[src/include/host_ctl_pkg.sv]
package host_ctl_pkg;
    // ---------------------------------------------------------------
    // register map (word offsets are byte addresses)
    // ---------------------------------------------------------------
    localparam logic [7:0] ADDR_CTRL      = 8'h00;
    localparam logic [7:0] ADDR_STATUS    = 8'h04;
    localparam logic [7:0] ADDR_PULSE     = 8'h08;
    localparam logic [7:0] ADDR_GPIO_DIR  = 8'h0C;
    localparam logic [7:0] ADDR_GPIO_OUT  = 8'h10;
    localparam logic [7:0] ADDR_LED       = 8'h14;
    localparam logic [7:0] ADDR_WDOG      = 8'h18;
    localparam logic [7:0] ADDR_BOOT      = 8'h1C;
    localparam logic [7:0] ADDR_PKT       = 8'h20;

    // ---------------------------------------------------------------
    // ctrl register fields
    // ---------------------------------------------------------------
    localparam int CTRL_PWR_INV_BIT = 0;
    localparam int CTRL_RST_INV_BIT = 1;
    localparam int CTRL_PWR_CMD_BIT = 2;
    localparam int CTRL_RST_CMD_BIT = 3;
    localparam int CTRL_KEY_OFF_BIT = 4;
    localparam int CTRL_KEY_ON_BIT  = 5;
    localparam int CTRL_KEY_RST_BIT = 6;
    localparam int CTRL_BLANK_BIT   = 7;

    // ---------------------------------------------------------------
    // widths, counts, reset values
    // ---------------------------------------------------------------
    localparam int GPIO_COUNT = 5;
    localparam int LED_COUNT  = 8;
    localparam int CLK_MHZ    = 100;
    localparam int PULSE_MS_DEFAULT = 200;
    localparam int PULSE_CYCLES_DEFAULT = PULSE_MS_DEFAULT * CLK_MHZ * 1000;
    localparam logic [7:0]  CMD_SWITCH_FN = 8'h1C;
    localparam logic [7:0]  CMD_SAVE_BOOT = 8'h04;
    localparam logic [7:0]  BOOT_RESET    = 8'h00;
    localparam logic [7:0]  SWITCH_ALL_ON = 8'hF0;
    localparam logic [4:0]  MAX_DATA_LEN  = 5'h16;
    localparam logic [15:0] CRC_INIT      = 16'hFFFF;
    localparam logic [15:0] CRC_POLY_REV  = 16'h8408;

    typedef enum logic [2:0] {
        PK_TYPE  = 3'b000,
        PK_LEN   = 3'b001,
        PK_DATA  = 3'b010,
        PK_CRCL  = 3'b011,
        PK_CRCH  = 3'b100
    } pkt_state_t;
endpackage

[src/design/switch_pulser.sv]
`timescale 1ns/1ns
`default_nettype none
module switch_pulser (
    // clock and reset
    input  wire logic        clk_in,
    input  wire logic        sys_rst_in,
    // request and setup
    input  wire logic        fire_in,
    input  wire logic        invert_in,
    input  wire logic [31:0] width_in,
    // line drive
    output logic             drive_out,
    output logic             oe_out,
    output logic             busy_out
);
    import host_ctl_pkg::*;

    logic [31:0] count_q;

    // one pulse at a time; a request while busy is dropped
    // configurable width
    always_ff @(posedge clk_in) begin
        if (sys_rst_in) begin
            count_q <= 32'h0000_0000;
        end else if (count_q != 32'h0000_0000) begin
            count_q <= count_q - 32'h0000_0001;
        end else if (fire_in) begin
            count_q <= (width_in == 32'h0000_0000) ? 32'h0000_0001 : width_in;
        end
    end

    // asserted level: low by default, high when inverted; released otherwise
    always_ff @(posedge clk_in) begin
        if (sys_rst_in) begin
            drive_out <= 1'b0;
        end else begin
            drive_out <= invert_in;
        end
    end

    assign oe_out   = (count_q != 32'h0000_0000);
    assign busy_out = oe_out;

    // drive only during the pulse, released at count zero
    chk_release_after: assert property (@(posedge clk_in) disable iff (sys_rst_in)
        (count_q == 32'h0000_0001) |=> !oe_out) else $error("line not released");
    chk_pulse_start: assert property (@(posedge clk_in) disable iff (sys_rst_in)
        (!oe_out && fire_in) |=> oe_out) else $error("pulse not started");
endmodule
`default_nettype wire

[src/design/host_power_reset.sv]
// Operation
// five general-purpose lines each selectable as input or output; the direction register reaches only lines 3 and 4.
// eight output-only lines drive the front-panel indicators.
// no fourth fan drive or tach; those pins carry serial data.
// line one is a host-power sense input, high when host supply is up; the code takes the sense from line zero.
// behaviour depends on whether sensed host power is on or off.
// power-switch line is released (input) except while commanding.
// power command drives the switch line briefly at the chosen polarity.
// reset line is released (input) except while resetting the host.
// reset drives the reset line briefly at the chosen polarity.
// a watchdog expiry also pulses the host reset line.
// software keeps the three host-control lines in default mode.
// switch-function command 28 with byte 240 enables all four keypad/blank functions.
// command 4 with no data saves the configuration as boot state.
// commands arrive as type, length, data, and a 16-bit check value.
// the pulse width is configurable and the line is released after it.
//
// Local design decisions: the address-and-strobe port and the placing of the registers.
`timescale 1ns/1ns
`default_nettype none
module host_power_reset (
    // clock and reset
    input  wire logic        clk_in,
    input  wire logic        sys_rst_in,
    // register port
    input  wire logic [7:0]  addr_in,
    input  wire logic [31:0] wdata_in,
    input  wire logic        wr_in,
    input  wire logic        rd_in,
    output logic [31:0]      rdata_out,
    // keypad requests (same clock)
    input  wire logic        key_power_in,
    input  wire logic        key_reset_in,
    // general-purpose lines
    input  wire logic [host_ctl_pkg::GPIO_COUNT-1:0] gpio_in,
    output logic [host_ctl_pkg::GPIO_COUNT-1:0]      gpio_out,
    output logic [host_ctl_pkg::GPIO_COUNT-1:0]      gpio_oe_out,
    // indicators and display
    output logic [host_ctl_pkg::LED_COUNT-1:0]       output_only_line,
    output logic             display_blank_out
);
    import host_ctl_pkg::*;

    // ---------------------------------------------------------------
    // state
    // ---------------------------------------------------------------
    logic [7:0]  ctrl_q;
    logic [31:0] pulse_q;
    logic [4:0]  dir_q;
    logic [4:0]  gout_q;
    logic [7:0]  led_q;
    logic [31:0] wdog_load_q;
    logic [31:0] wdog_cnt_q;
    logic [7:0]  boot_q;
    logic [4:0]  sync1_q;
    logic [4:0]  sync2_q;
    logic        pwr_fire;
    logic        rst_fire;
    logic        wdog_fire;
    logic        pwr_drv;
    logic        pwr_oe;
    logic        pwr_busy;
    logic        rst_drv;
    logic        rst_oe;
    logic        rst_busy;
    logic        host_on;
    logic        pkt_cmd_pwr;
    logic        pkt_cmd_rst;
    // packet parser
    pkt_state_t  pst_q;
    logic [7:0]  ptype_q;
    logic [4:0]  plen_q;
    logic [4:0]  pidx_q;
    logic [7:0]  pdata0_q;
    logic [15:0] pcrc_q;
    logic [7:0]  pcrcl_q;
    logic        pkt_err_q;
    logic        pkt_ok_q;
    logic        pkt_wr;

    // crc-16 byte step, reflected polynomial
    function automatic logic [15:0] crc_step(input logic [15:0] c, input logic [7:0] b);
        logic [15:0] r;
        r = c ^ {8'h00, b};
        for (int i = 0; i < 8; i++) begin
            r = r[0] ? ((r >> 1) ^ CRC_POLY_REV) : (r >> 1);
        end
        return r;
    endfunction

    // ---------------------------------------------------------------
    // pin input synchroniser
    // ---------------------------------------------------------------
    always_ff @(posedge clk_in) begin
        if (sys_rst_in) begin
            sync1_q <= 5'h00;
            sync2_q <= 5'h00;
        end else begin
            sync1_q <= gpio_in;
            sync2_q <= sync1_q;
        end
    end

    // power sense on line zero
    assign host_on = sync2_q[0];

    // ---------------------------------------------------------------
    // register writes
    // ---------------------------------------------------------------
    assign pkt_wr = wr_in && (addr_in == ADDR_PKT);

    // ctrl: polarities, one-shot commands and switch enables
    always_ff @(posedge clk_in) begin
        if (sys_rst_in) begin
            ctrl_q <= BOOT_RESET;
        end else if (wr_in && (addr_in == ADDR_CTRL)) begin
            ctrl_q <= wdata_in[7:0];
        end else if (pkt_ok_q && ptype_q == CMD_SWITCH_FN) begin
            // switch functions from packet
            ctrl_q <= {pdata0_q[7:4], 2'b00, ctrl_q[1:0]};
        end else begin
            ctrl_q[CTRL_PWR_CMD_BIT] <= 1'b0;
            ctrl_q[CTRL_RST_CMD_BIT] <= 1'b0;
        end
    end

    // boot image of the whole ctrl register, polarity bits included
    always_ff @(posedge clk_in) begin
        if (sys_rst_in) begin
            boot_q <= BOOT_RESET;
        end else if (pkt_ok_q && ptype_q == CMD_SAVE_BOOT) begin
            // store as boot state
            boot_q <= ctrl_q;
        end else if (wr_in && (addr_in == ADDR_BOOT)) begin
            boot_q <= wdata_in[7:0];
        end
    end

    // remaining plain registers
    always_ff @(posedge clk_in) begin
        if (sys_rst_in) begin
            pulse_q     <= PULSE_CYCLES_DEFAULT;
            dir_q       <= 5'h00;
            gout_q      <= 5'h00;
            led_q       <= 8'h00;
            wdog_load_q <= 32'h0000_0000;
        end else if (wr_in) begin
            if (addr_in == ADDR_PULSE) begin
                pulse_q <= wdata_in;
            end else if (addr_in == ADDR_GPIO_DIR) begin
                dir_q <= wdata_in[4:0];
            end else if (addr_in == ADDR_GPIO_OUT) begin
                gout_q <= wdata_in[4:0];
            end else if (addr_in == ADDR_LED) begin
                led_q <= wdata_in[7:0];
            end else if (addr_in == ADDR_WDOG) begin
                wdog_load_q <= wdata_in;
            end
        end
    end

    // ---------------------------------------------------------------
    // watchdog: zero load disables; any write to it restarts
    // ---------------------------------------------------------------
    always_ff @(posedge clk_in) begin
        if (sys_rst_in) begin
            wdog_cnt_q <= 32'h0000_0000;
        end else if (wr_in && (addr_in == ADDR_WDOG)) begin
            wdog_cnt_q <= wdata_in;
        end else if (wdog_cnt_q != 32'h0000_0000) begin
            wdog_cnt_q <= wdog_cnt_q - 32'h0000_0001;
        end
    end

    // expiry fires the reset pulse
    assign wdog_fire = (wdog_cnt_q == 32'h0000_0001);

    // ---------------------------------------------------------------
    // packet receiver: bytes written to the packet register
    // ---------------------------------------------------------------
    // type, length, data, crc low then high
    always_ff @(posedge clk_in) begin
        if (sys_rst_in) begin
            pst_q     <= PK_TYPE;
            ptype_q   <= 8'h00;
            plen_q    <= 5'h00;
            pidx_q    <= 5'h00;
            pdata0_q  <= 8'h00;
            pcrc_q    <= CRC_INIT;
            pcrcl_q   <= 8'h00;
            pkt_ok_q  <= 1'b0;
            pkt_err_q <= 1'b0;
        end else begin
            pkt_ok_q <= 1'b0;
            if (pkt_wr) begin
                case (pst_q)
                    PK_TYPE: begin
                        ptype_q <= wdata_in[7:0];
                        pcrc_q  <= crc_step(CRC_INIT, wdata_in[7:0]);
                        pst_q   <= PK_LEN;
                    end
                    PK_LEN: begin
                        pcrc_q <= crc_step(pcrc_q, wdata_in[7:0]);
                        plen_q <= wdata_in[4:0];
                        pidx_q <= 5'h00;
                        if (wdata_in[7:0] > {3'b000, MAX_DATA_LEN}) begin
                            pkt_err_q <= 1'b1;
                            pst_q     <= PK_TYPE;
                        end else if (wdata_in[7:0] == 8'h00) begin
                            pst_q <= PK_CRCL;
                        end else begin
                            pst_q <= PK_DATA;
                        end
                    end
                    PK_DATA: begin
                        pcrc_q <= crc_step(pcrc_q, wdata_in[7:0]);
                        if (pidx_q == 5'h00) begin
                            pdata0_q <= wdata_in[7:0];
                        end
                        pidx_q <= pidx_q + 5'h01;
                        if (pidx_q + 5'h01 == plen_q) begin
                            pst_q <= PK_CRCL;
                        end
                    end
                    PK_CRCL: begin
                        pcrcl_q <= wdata_in[7:0];
                        pst_q   <= PK_CRCH;
                    end
                    default: begin
                        pst_q <= PK_TYPE;
                        if ({wdata_in[7:0], pcrcl_q} == pcrc_q) begin
                            pkt_ok_q  <= 1'b1;
                            pkt_err_q <= 1'b0;
                        end else begin
                            pkt_err_q <= 1'b1;
                        end
                    end
                endcase
            end
        end
    end

    assign pkt_cmd_pwr = 1'b0;
    assign pkt_cmd_rst = 1'b0;

    // ---------------------------------------------------------------
    // power and reset requests
    // ---------------------------------------------------------------
    // keypad on only when host is off, keypad off only when on
    assign pwr_fire = ctrl_q[CTRL_PWR_CMD_BIT] || pkt_cmd_pwr ||
                      (key_power_in && host_on && ctrl_q[CTRL_KEY_OFF_BIT]) ||
                      (key_power_in && !host_on && ctrl_q[CTRL_KEY_ON_BIT]);
    assign rst_fire = ctrl_q[CTRL_RST_CMD_BIT] || pkt_cmd_rst || wdog_fire ||
                      (key_reset_in && host_on && ctrl_q[CTRL_KEY_RST_BIT]);

    // power switch pulse
    switch_pulser pwr_pulse (
        .clk_in     (clk_in),
        .sys_rst_in (sys_rst_in),
        .fire_in    (pwr_fire),
        .invert_in  (ctrl_q[CTRL_PWR_INV_BIT]),
        .width_in   (pulse_q),
        .drive_out  (pwr_drv),
        .oe_out     (pwr_oe),
        .busy_out   (pwr_busy)
    );

    // reset switch pulse
    switch_pulser rst_pulse (
        .clk_in     (clk_in),
        .sys_rst_in (sys_rst_in),
        .fire_in    (rst_fire),
        .invert_in  (ctrl_q[CTRL_RST_INV_BIT]),
        .width_in   (pulse_q),
        .drive_out  (rst_drv),
        .oe_out     (rst_oe),
        .busy_out   (rst_busy)
    );

    // ---------------------------------------------------------------
    // line drive; lines 1 and 2 belong to the pulsers
    // ---------------------------------------------------------------
    // user direction on lines 3 and 4; sense never driven
    // control lines released outside a pulse
    always_comb begin
        gpio_out    = gout_q;
        gpio_oe_out = dir_q;
        gpio_oe_out[0] = 1'b0;
        gpio_out[1]    = pwr_drv;
        gpio_oe_out[1] = pwr_oe;
        gpio_out[2]    = rst_drv;
        gpio_oe_out[2] = rst_oe;
    end

    // indicators straight from register
    assign output_only_line = led_q;

    // blank display while host is down
    always_ff @(posedge clk_in) begin
        if (sys_rst_in) begin
            display_blank_out <= 1'b0;
        end else begin
            display_blank_out <= ctrl_q[CTRL_BLANK_BIT] && !host_on;
        end
    end

    // ---------------------------------------------------------------
    // read port, data one cycle after the strobe; unmapped reads zero
    // ---------------------------------------------------------------
    always_ff @(posedge clk_in) begin
        if (sys_rst_in) begin
            rdata_out <= 32'h0000_0000;
        end else if (rd_in) begin
            if (addr_in == ADDR_CTRL) begin
                rdata_out <= {24'h000000, ctrl_q};
            end else if (addr_in == ADDR_STATUS) begin
                rdata_out <= {24'h000000, pkt_err_q, 2'b00, sync2_q};
            end else if (addr_in == ADDR_PULSE) begin
                rdata_out <= pulse_q;
            end else if (addr_in == ADDR_GPIO_DIR) begin
                rdata_out <= {27'h0000000, dir_q};
            end else if (addr_in == ADDR_GPIO_OUT) begin
                rdata_out <= {27'h0000000, gout_q};
            end else if (addr_in == ADDR_LED) begin
                rdata_out <= {24'h000000, led_q};
            end else if (addr_in == ADDR_WDOG) begin
                rdata_out <= wdog_cnt_q;
            end else if (addr_in == ADDR_BOOT) begin
                rdata_out <= {24'h000000, boot_q};
            end else begin
                rdata_out <= 32'h0000_0000;
            end
        end else begin
            rdata_out <= 32'h0000_0000;
        end
    end

    // no fan-four logic exists in this variant

    // ---------------------------------------------------------------
    // checks
    // ---------------------------------------------------------------
    chk_sense_never_driven: assert property (@(posedge clk_in) disable iff (sys_rst_in)
        !gpio_oe_out[0]) else $error("sense line driven");
    chk_pwr_polarity: assert property (@(posedge clk_in) disable iff (sys_rst_in)
        gpio_oe_out[1] |-> gpio_out[1] == $past(ctrl_q[CTRL_PWR_INV_BIT])) else $error("power level wrong");
    chk_rst_polarity: assert property (@(posedge clk_in) disable iff (sys_rst_in)
        gpio_oe_out[2] |-> gpio_out[2] == $past(ctrl_q[CTRL_RST_INV_BIT])) else $error("reset level wrong");
    chk_pwr_released: assert property (@(posedge clk_in) disable iff (sys_rst_in)
        (!pwr_busy && !pwr_fire) |=> !gpio_oe_out[1]) else $error("power line held");
    chk_rst_released: assert property (@(posedge clk_in) disable iff (sys_rst_in)
        (!rst_busy && !rst_fire) |=> !gpio_oe_out[2]) else $error("reset line held");
    chk_wdog_reset: assert property (@(posedge clk_in) disable iff (sys_rst_in)
        (wdog_fire && !rst_busy) |=> gpio_oe_out[2]) else $error("watchdog no reset");
    chk_switch_cmd: assert property (@(posedge clk_in) disable iff (sys_rst_in)
        (pkt_ok_q && ptype_q == CMD_SWITCH_FN && pdata0_q == SWITCH_ALL_ON && !wr_in)
        |=> ctrl_q[7:4] == 4'hF) else $error("switch enables not set");
    chk_save_boot: assert property (@(posedge clk_in) disable iff (sys_rst_in)
        (pkt_ok_q && ptype_q == CMD_SAVE_BOOT) |=> boot_q == $past(ctrl_q)) else $error("boot not saved");
    chk_blank_follows: assert property (@(posedge clk_in) disable iff (sys_rst_in)
        (ctrl_q[CTRL_BLANK_BIT] && !host_on) |=> display_blank_out) else $error("display not blanked");
    cov_power_pulse: cover property (@(posedge clk_in) disable iff (sys_rst_in) $rose(gpio_oe_out[1]));
    cov_reset_pulse: cover property (@(posedge clk_in) disable iff (sys_rst_in) $rose(gpio_oe_out[2]));
    cov_packet_ok: cover property (@(posedge clk_in) disable iff (sys_rst_in) pkt_ok_q);
endmodule
`default_nettype wire

[config.mk]
export PLATFORM = sky130hd
export DESIGN_NAME = host_power_reset
export DESIGN_NICKNAME = d
export VERILOG_FILES = /design/src/include/host_ctl_pkg.sv /design/src/design/switch_pulser.sv /design/src/design/host_power_reset.sv
export SDC_FILE = /design/constraint.sdc
export NUM_CORES = 1
export LEC_CHECK = 0
export BUFFER_PORTS_ARGS = -buffer_cell sky130_fd_sc_hd__buf_2
export CAP_MARGIN = 20
export CORE_UTILIZATION = 65
export CTS_BUF_LIST = sky130_fd_sc_hd__clkbuf_4
export DETAILED_ROUTE_END_ITERATION = 7
export HOLD_SLACK_MARGIN = 0.1
export MAX_ROUTING_LAYER = met4
export PLACE_DENSITY = 0.95
export SYNTH_ARGS = -nofsm -noshare
export SYNTH_HDL_FRONTEND = slang
export SYNTH_SLANG_ARGS = --single-unit
[constraint.sdc]
create_clock -name clk_in -period 4.1 [get_ports clk_in]
set_input_delay 0.82 -clock clk_in [delete_from_list [all_inputs] [get_ports clk_in]]
set_output_delay 0.82 -clock clk_in [all_outputs]
set_load 0.05 [all_outputs]
==> summary.txt, run 1 <==
share of layout cells above drive strength 1: 17.0%
maximum clock path buffer count: 3
die span in x: 141 microns
Via density: 6.46
post-synth top area cell: dfxtp_1
# port buffers: 100
register area share after synthesis: 41.1%
Slew Limit Fails: 0
Worst Tran Pin Value: 0.840 ns
busiest grt layer: met2
Syn Nets: 1540
Clock Skew: 0.0755 ns
Congestion Overflow GR: 0
Initial DRC Count: 1477
Initial Util: 66.8%
Std-Cell Core Area: 18800 sq um
max_slew headroom: 43.6%
Yosys top cell area share: 41.1%
met1 global-route usage: 46.7%
CP Data Required Time: 3.28 ns
total negative slack: 0 ns
first-pass GRT wire length: 57200 microns
CTS sink count: 258
Post-synth top cells: dfxtp_1, nor2_1, nand2_1
Period Utilization, post-route: 91.5%
IO Pins: 102
register bit total from synthesis: 258
Hold Crit Class: input pin to flip-flop
largest family of logic cells by synthesized area: simple AND/OR/NAND/NOR gates
Die Height: 141 microns
maxcap violations: 0
Final Hold Fails: 0
pwr dens: 627 nW/um^2
clk slew on worst S/H paths: 0.08 ns
largest net degree at the start of global routing: 142
Syn Area/Cell: 8.49 sq um
Gates resized, CTS repair: 0
CP arrival: 2.93 ns
XOR/XNOR share of the synthesized area: 8.01%
Post-CTS Hold Buffers: 0
met2 GRT Util: 55.5%
adder-cell share of the synthesized area: 0.796%
crit path max fanout: 30
M3 GR Usage: 8.63%
Residual DRC: 0
Storage cell area: 5160 sq um
Post-DP HPWL: 23900 microns
Synth Area in Simple Gates: 24.6%
setup bufs post-CTS: 0
H-tree depth: 3
vias in the first global route: 11200
fin crit period: 3.75 ns
startpoint class of the critical path: flip-flop
Root Driver: clkbuf_4
All-Layer GR Usage: 37.4%
compound-cell area share of the yosys netlist: 15.6%
Nets: 1616
Cell Rows: 50
Die Footprint: 19900 sq um
area of the multi-input gates: 6850 sq um
Leak Pwr: 5.17 nW
Filler Cell Count: 1318
Cells after DPL: 1747
RSZ-0062 raised after global routing: false
Worst-Skew Late Latency: 0.68 ns
routed wire length: 36100 microns
Most used DFF post-synth: dfxtp_1
VDD IR max: 0.000382 V
Wirelength per Cell: 19.4 microns
most common cell in the netlist: dfxtp_1
unique cell type count in the Yosys netlist: 77
total number of vias: 12000
synthesis-to-layout area growth: 10.0%
YS warnings: 0
First-pass DRT Iterations: 5
TritonCTS Buffers: 67
critical path class: flip-flop to output pin
number of synthesized flops with an enable pin: 0
Layout Cells excl Fill: 1859
CP endpoint kind: output pin
Post-Syn Instances: 1481
Hold WS: 0.370 ns
GPL Wtd Cong: 0.948
Post-Syn Area: 12600 sq um
post-synthesis mux area share: 5.50%
final setup fails: 0
initial antenna violation count: 3
antenna viol nets, final: 0
Fmax: 267 MHz
synth top area cells: dfxtp_1, nor2_1, nand2_1
Async SR Flop Fraction: 0%
status: finished clean
TritonCTS clock tree: yes
-- power by group --
group          internal [W]  leakage, nW  switching, W
clock               0.00105        0.467       0.00103
sequential          0.00288         2.09      0.000432
combinational       0.00136         2.61       0.00193
-- flip-flops by register name, summed over array words and instances, names as in the netlist --
| register | count |
|---|---|
| boot_q | 8 |
| ctrl_q | 8 |
| dir_q | 5 |
| display_blank_out | 1 |
| gout_q | 5 |
| output_only_line | 8 |
| pcrc_q | 16 |
| pcrcl_q | 8 |
| pdata0_q | 4 |
| pidx_q | 5 |
| pkt_err_q | 1 |
| pkt_ok_q | 1 |
| plen_q | 5 |
| pst_q | 3 |
| ptype_q | 8 |
| pulse_q | 32 |
| pwr_pulse.count_q | 32 |
| pwr_pulse.drive_out | 1 |
| rdata_out | 32 |
| rst_pulse.count_q | 32 |
| rst_pulse.drive_out | 1 |
| sync1_q | 5 |
| sync2_q | 5 |
| wdog_cnt_q | 32 |
-- cell usage in the layout (no fill, tap or decap), drive strengths merged, types with 9 or more instances in the layout --
master / synthesis / final
a211o: 18 / 18
o31ai: 9 / 9
a211oi: 53 / 53
clkinv: 0 / 11
nor2b: 18 / 18
nor3: 46 / 46
nand3b: 11 / 11
nor2: 204 / 204
nor4: 38 / 38
clkbuf: 75 / 94
xor2: 52 / 52
o21ai: 33 / 33
nand2b: 10 / 10
xnor2: 63 / 63
a21oi: 89 / 89
buf: 35 / 117
mux2: 9 / 9
or3: 25 / 25
inv: 16 / 19
or4: 20 / 20
nand4: 10 / 10
a22oi: 34 / 34
nand2: 151 / 151
nand3: 46 / 46
dfxtp: 258 / 258
nor3b: 9 / 9
mux2i: 50 / 50
-- area by class of cell --
type,count,area share (%)
multi-input combinational,1097,49.5
clock buffer,94,5.10
antenna,3,0.0542
timing repair buffer,117,4.82
sequential,258,37.3
tap,260,2.35
inverter,16,0.434
clock inverter,14,0.425
-- critical path, stage by stage (launching register included) --
cell and delay, ns:
dfxtp_1 0.39, or4_4 0.58, or4_4 0.51, nor3_2 0.22
inv_2 0.25, buf_2 0.30
-- layer usage --
layer	vias to the layer above	routed length [microns]
li1	5429	-
met1	5666	14100
met2	724	16200
met3	189	4010
met4	0	1820
met5	-	0
-- cells by family after synthesis --
family / after synthesis
buf+inv: 126
mux: 63
flops: 258
compound gates: 288
simple gates: 622
fa+ha+maj: 8
xor+xnor: 115
other cells: 1
-- path summary, 6_finish.rpt --
path                                             from                     to  slack, ns  cells after the start
worst max-delay path            pwr_pulse.count_q[15]         gpio_oe_out[1]       0.35                      5
worst min-delay path                     wdata_in[22]         wdog_cnt_q[22]       0.37                      3
worst max register to register          wdog_cnt_q[4]  rst_pulse.count_q[17]       1.16                      6
worst min register to register             sync1_q[2]             sync2_q[2]       0.46                      1
-- through the flow --
stage,util [%],instance area (sq um),power (W),setup WS [ns]
after floorplan,-,12600,0.00590,1.06
after global placement,69.2,13000,0.00637,0.941
after detailed placement,69.2,13000,0.00650,0.846
after CTS,73.3,13800,0.00857,0.353
after global routing,73.5,13800,0.00920,0.219
final,73.5,13800,0.00868,0.350
(Power assumes the default switching activity.)
==> run 2, diff against run 1 <==
Settings changed: ABC_AREA set to 1, PLACE_DENSITY 0.95 to 0.94, RECOVER_POWER set to 25.
==> summary.txt, run 2 <==
status: complete, but fails checks (was finished clean)
violations in the final reports: capacitance limit, slew limit
Post-Syn Area: 14500 sq um (was 12600 sq um)
number of synthesized flops with an enable pin: 0 (unchanged)
First-pass DRT Iterations: 7 (was 5)
Residual DRC: 0 (unchanged)
antenna viol nets, final: 0 (unchanged)
# port buffers: 100 (unchanged)
Net Sw Frac: 46.7% (was 39.1%)
Worst Tran Pin Value: 1.84 ns (was 0.840 ns)
Die Height: 151 microns (was 141 microns)
Initial Util: 66.3% (was 66.8%)
Std-Cell Core Area: 21900 sq um (was 18800 sq um)
Congestion Overflow GR: 0 (unchanged)
CP Data Required Time: 4.62 ns (was 3.28 ns)
switching power: 0.00485 W (was 0.00339 W)
P_int: 0.00554 W (was 0.00529 W)
Post-DP HPWL: 33000 microns (was 23900 microns)
commonest non-fill, non-tap cell in the layout: nand2_1 (was dfxtp_1)
vias in the first global route: 14000 (was 11200)
Leak Pwr: 7.19 nW (was 5.17 nW)
Nets: 2372 (was 1616)
Place WS: 1.02 ns (was 0.846 ns)
setup bufs post-CTS: 0 (unchanged)
final setup fails: 0 (unchanged)
total negative slack: 0 ns (unchanged)
Worst-Skew Late Latency: 0.70 ns (was 0.68 ns)
maxcap violations: 3 (was 0)
Layout Cells excl Fill: 2635 (was 1859)
CTS sink count: 258 (unchanged)
Gates resized, CTS repair: 0 (unchanged)
Via density: 5.88 (was 6.46)
Initial DRC Count: 1939 (was 1477)
clk slew on worst S/H paths: 0.07 ns (was 0.08 ns)
fin crit period: 3.66 ns (was 3.75 ns)
Async SR Flop Fraction: 0% (unchanged)
area post-placement: 14900 sq um (was 13000 sq um)
unique cell type count in the Yosys netlist: 47 (was 77)
Wirelength per Cell: 17.4 microns (was 19.4 microns)
most frequent cells in the layout: nand2_1, nor2_1, dfxtp_1, inv_1, a21oi_1 (was dfxtp_1, nor2_1, nand2_1, buf_2, clkbuf_4)
Most used DFF post-synth: dfxtp_1 (unchanged)
Logic pwr share: 47.5% (was 37.9%)
TritonCTS clock tree: yes (unchanged)
routed wire length: 45800 microns (was 36100 microns)
Root Driver: clkbuf_4 (unchanged)
total number of vias: 15500 (was 12000)
Yosys top cell area share: 35.6% (was 41.1%)
Post-CTS Hold Buffers: 0 (unchanged)
fin area: 15700 sq um (was 13800 sq um)
register area share after synthesis: 35.6% (was 41.1%)
Hold Crit Class: input pin to flip-flop (unchanged)
Cells after DPL: 2524 (was 1747)
PnR worst setup slack: 0.441 ns (was 0.350 ns)
RSZ-0062 raised after global routing: false (unchanged)
Syn Nets: 2285 (was 1540)
CP arrival: 4.18 ns (was 2.93 ns)
Clock Skew: 0.0422 ns (was 0.0755 ns)
Syn Area/Cell: 6.52 sq um (was 8.49 sq um)
die span in x: 151 microns (was 141 microns)
startpoint class of the critical path: input pin (was flip-flop)
TritonCTS Buffers: 67 (unchanged)
share of layout cells above drive strength 1: 13.2% (was 17.0%)
Post-Syn Instances: 2226 (was 1481)
All-Layer GR Usage: 40.9% (was 37.4%)
Cell Rows: 54 (was 50)
crit path max fanout: 98 (was 30)
Final Hold Fails: 0 (unchanged)
Post-synth top cells: nand2_1, nor2_1, dfxtp_1 (was dfxtp_1, nor2_1, nand2_1)
clock share of power: 21.7% (was 24.0%)
critical path class: input pin to flip-flop (was flip-flop to output pin)
Die Footprint: 22900 sq um (was 19900 sq um)
IO Pins: 102 (unchanged)
Slew Limit Fails: 212 (was 0)
first-pass GRT wire length: 71100 microns (was 57200 microns)
post-synth top area cell: dfxtp_1 (unchanged)
VDD IR max: 0.000444 V (was 0.000382 V)
register bit total from synthesis: 258 (unchanged)
CP endpoint kind: flip-flop (was output pin)
H-tree depth: 3 (unchanged)
most common cell in the netlist: nand2_1 (was dfxtp_1)
maximum clock path buffer count: 3 (unchanged)
initial antenna violation count: 1 (was 3)
Period Utilization, post-route: 89.2% (was 91.5%)
max_slew headroom: -22.9% (was 43.6%)
synth top area cells: dfxtp_1, nand2_1, nor2_1 (was dfxtp_1, nor2_1, nand2_1)
FF-to-FF setup slack: 1.23 ns (was 1.16 ns)
GPL Wtd Cong: 1.08 (was 0.948)
YS warnings: 0 (unchanged)
synthesis-to-layout area growth: 7.96% (was 10.0%)
pwr dens: 663 nW/um^2 (was 627 nW/um^2)
Fmax: 273 MHz (was 267 MHz)
sequential share of power: 30.7% (was 38.1%)
largest net degree at the start of global routing: 99 (was 142)
run 2: area by class of cell:
type / instances / area, sq um
Multi-Input combinational cell: 1638 / 7880
Fill cell: 1848 / 6220
Sequential cell: 258 / 5160
Inverter: 241 / 907
Clock buffer: 97 / 728
Timing Repair Buffer: 107 / 547
Tap cell: 280 / 350
Clock inverter: 13 / 92.6
Antenna cell: 1 / 2.50
run 2: power groups by stage:
stage	combinational (W)	clock, W	sequential, W
4_1_cts	0.00482	0.00225	0.00317
3_5_place_dp	0.00478	0	0.00322
3_3_place_gp	0.00466	0	0.00321
5_1_grt	0.00552	0.00238	0.00322
2_1_floorplan	0.00385	0	0.00310
6_report	0.00494	0.00226	0.00319
run 2: logic make-up after synthesis:
logic type               count (synthesis)  synth area share [%]
other                                    1                0.0258
adder cells (fa/ha/maj)                  8                 0.690
multiplexers                             1                0.0690
buffers and inverters                  330                  10.0
AO/OA/AOI/OAI                          370                  13.6
flip-flops                             258                  35.6
XOR/XNOR                                76                  4.64
AND/OR/NAND/NOR                       1182                  35.4
run 2: routing by layer:
layer,up-vias,wire length [microns],global-route usage (%)
met5,-,0,-
met4,0,2660,23.5
met2,985,20300,61.8
met3,230,5170,8.05
met1,6954,17700,50.8
li1,7319,-,-
run 2: worst paths after layout:
kind / from / endpoint / cells past startpoint
hold / removal: gpio_in[4] / sync1_q[4] / 3
setup / recovery: sys_rst_in / pwr_pulse.count_q[18] / 5
hold reg to reg: sync1_q[1] / sync2_q[1] / 2
setup reg to reg: pst_q[1] / pcrc_q[14] / 9
run 2: through the flow:
step	power [W]	utilization, %	hold slack, ns
2_1_floorplan	0.00695	-	0.388
3_3_place_gp	0.00787	67.9	0.390
3_5_place_dp	0.00800	67.9	0.396
4_1_cts	0.0102	71.7	0.325
5_1_grt	0.0111	71.6	0.354
6_report	0.0104	71.6	0.324
run 2: critical path, stage by stage:
cell	delay, ns
clkbuf_1	1.11
clkinv_1	0.27
clkbuf_2	1.02
nand2_2	0.79
a21oi_1	0.09
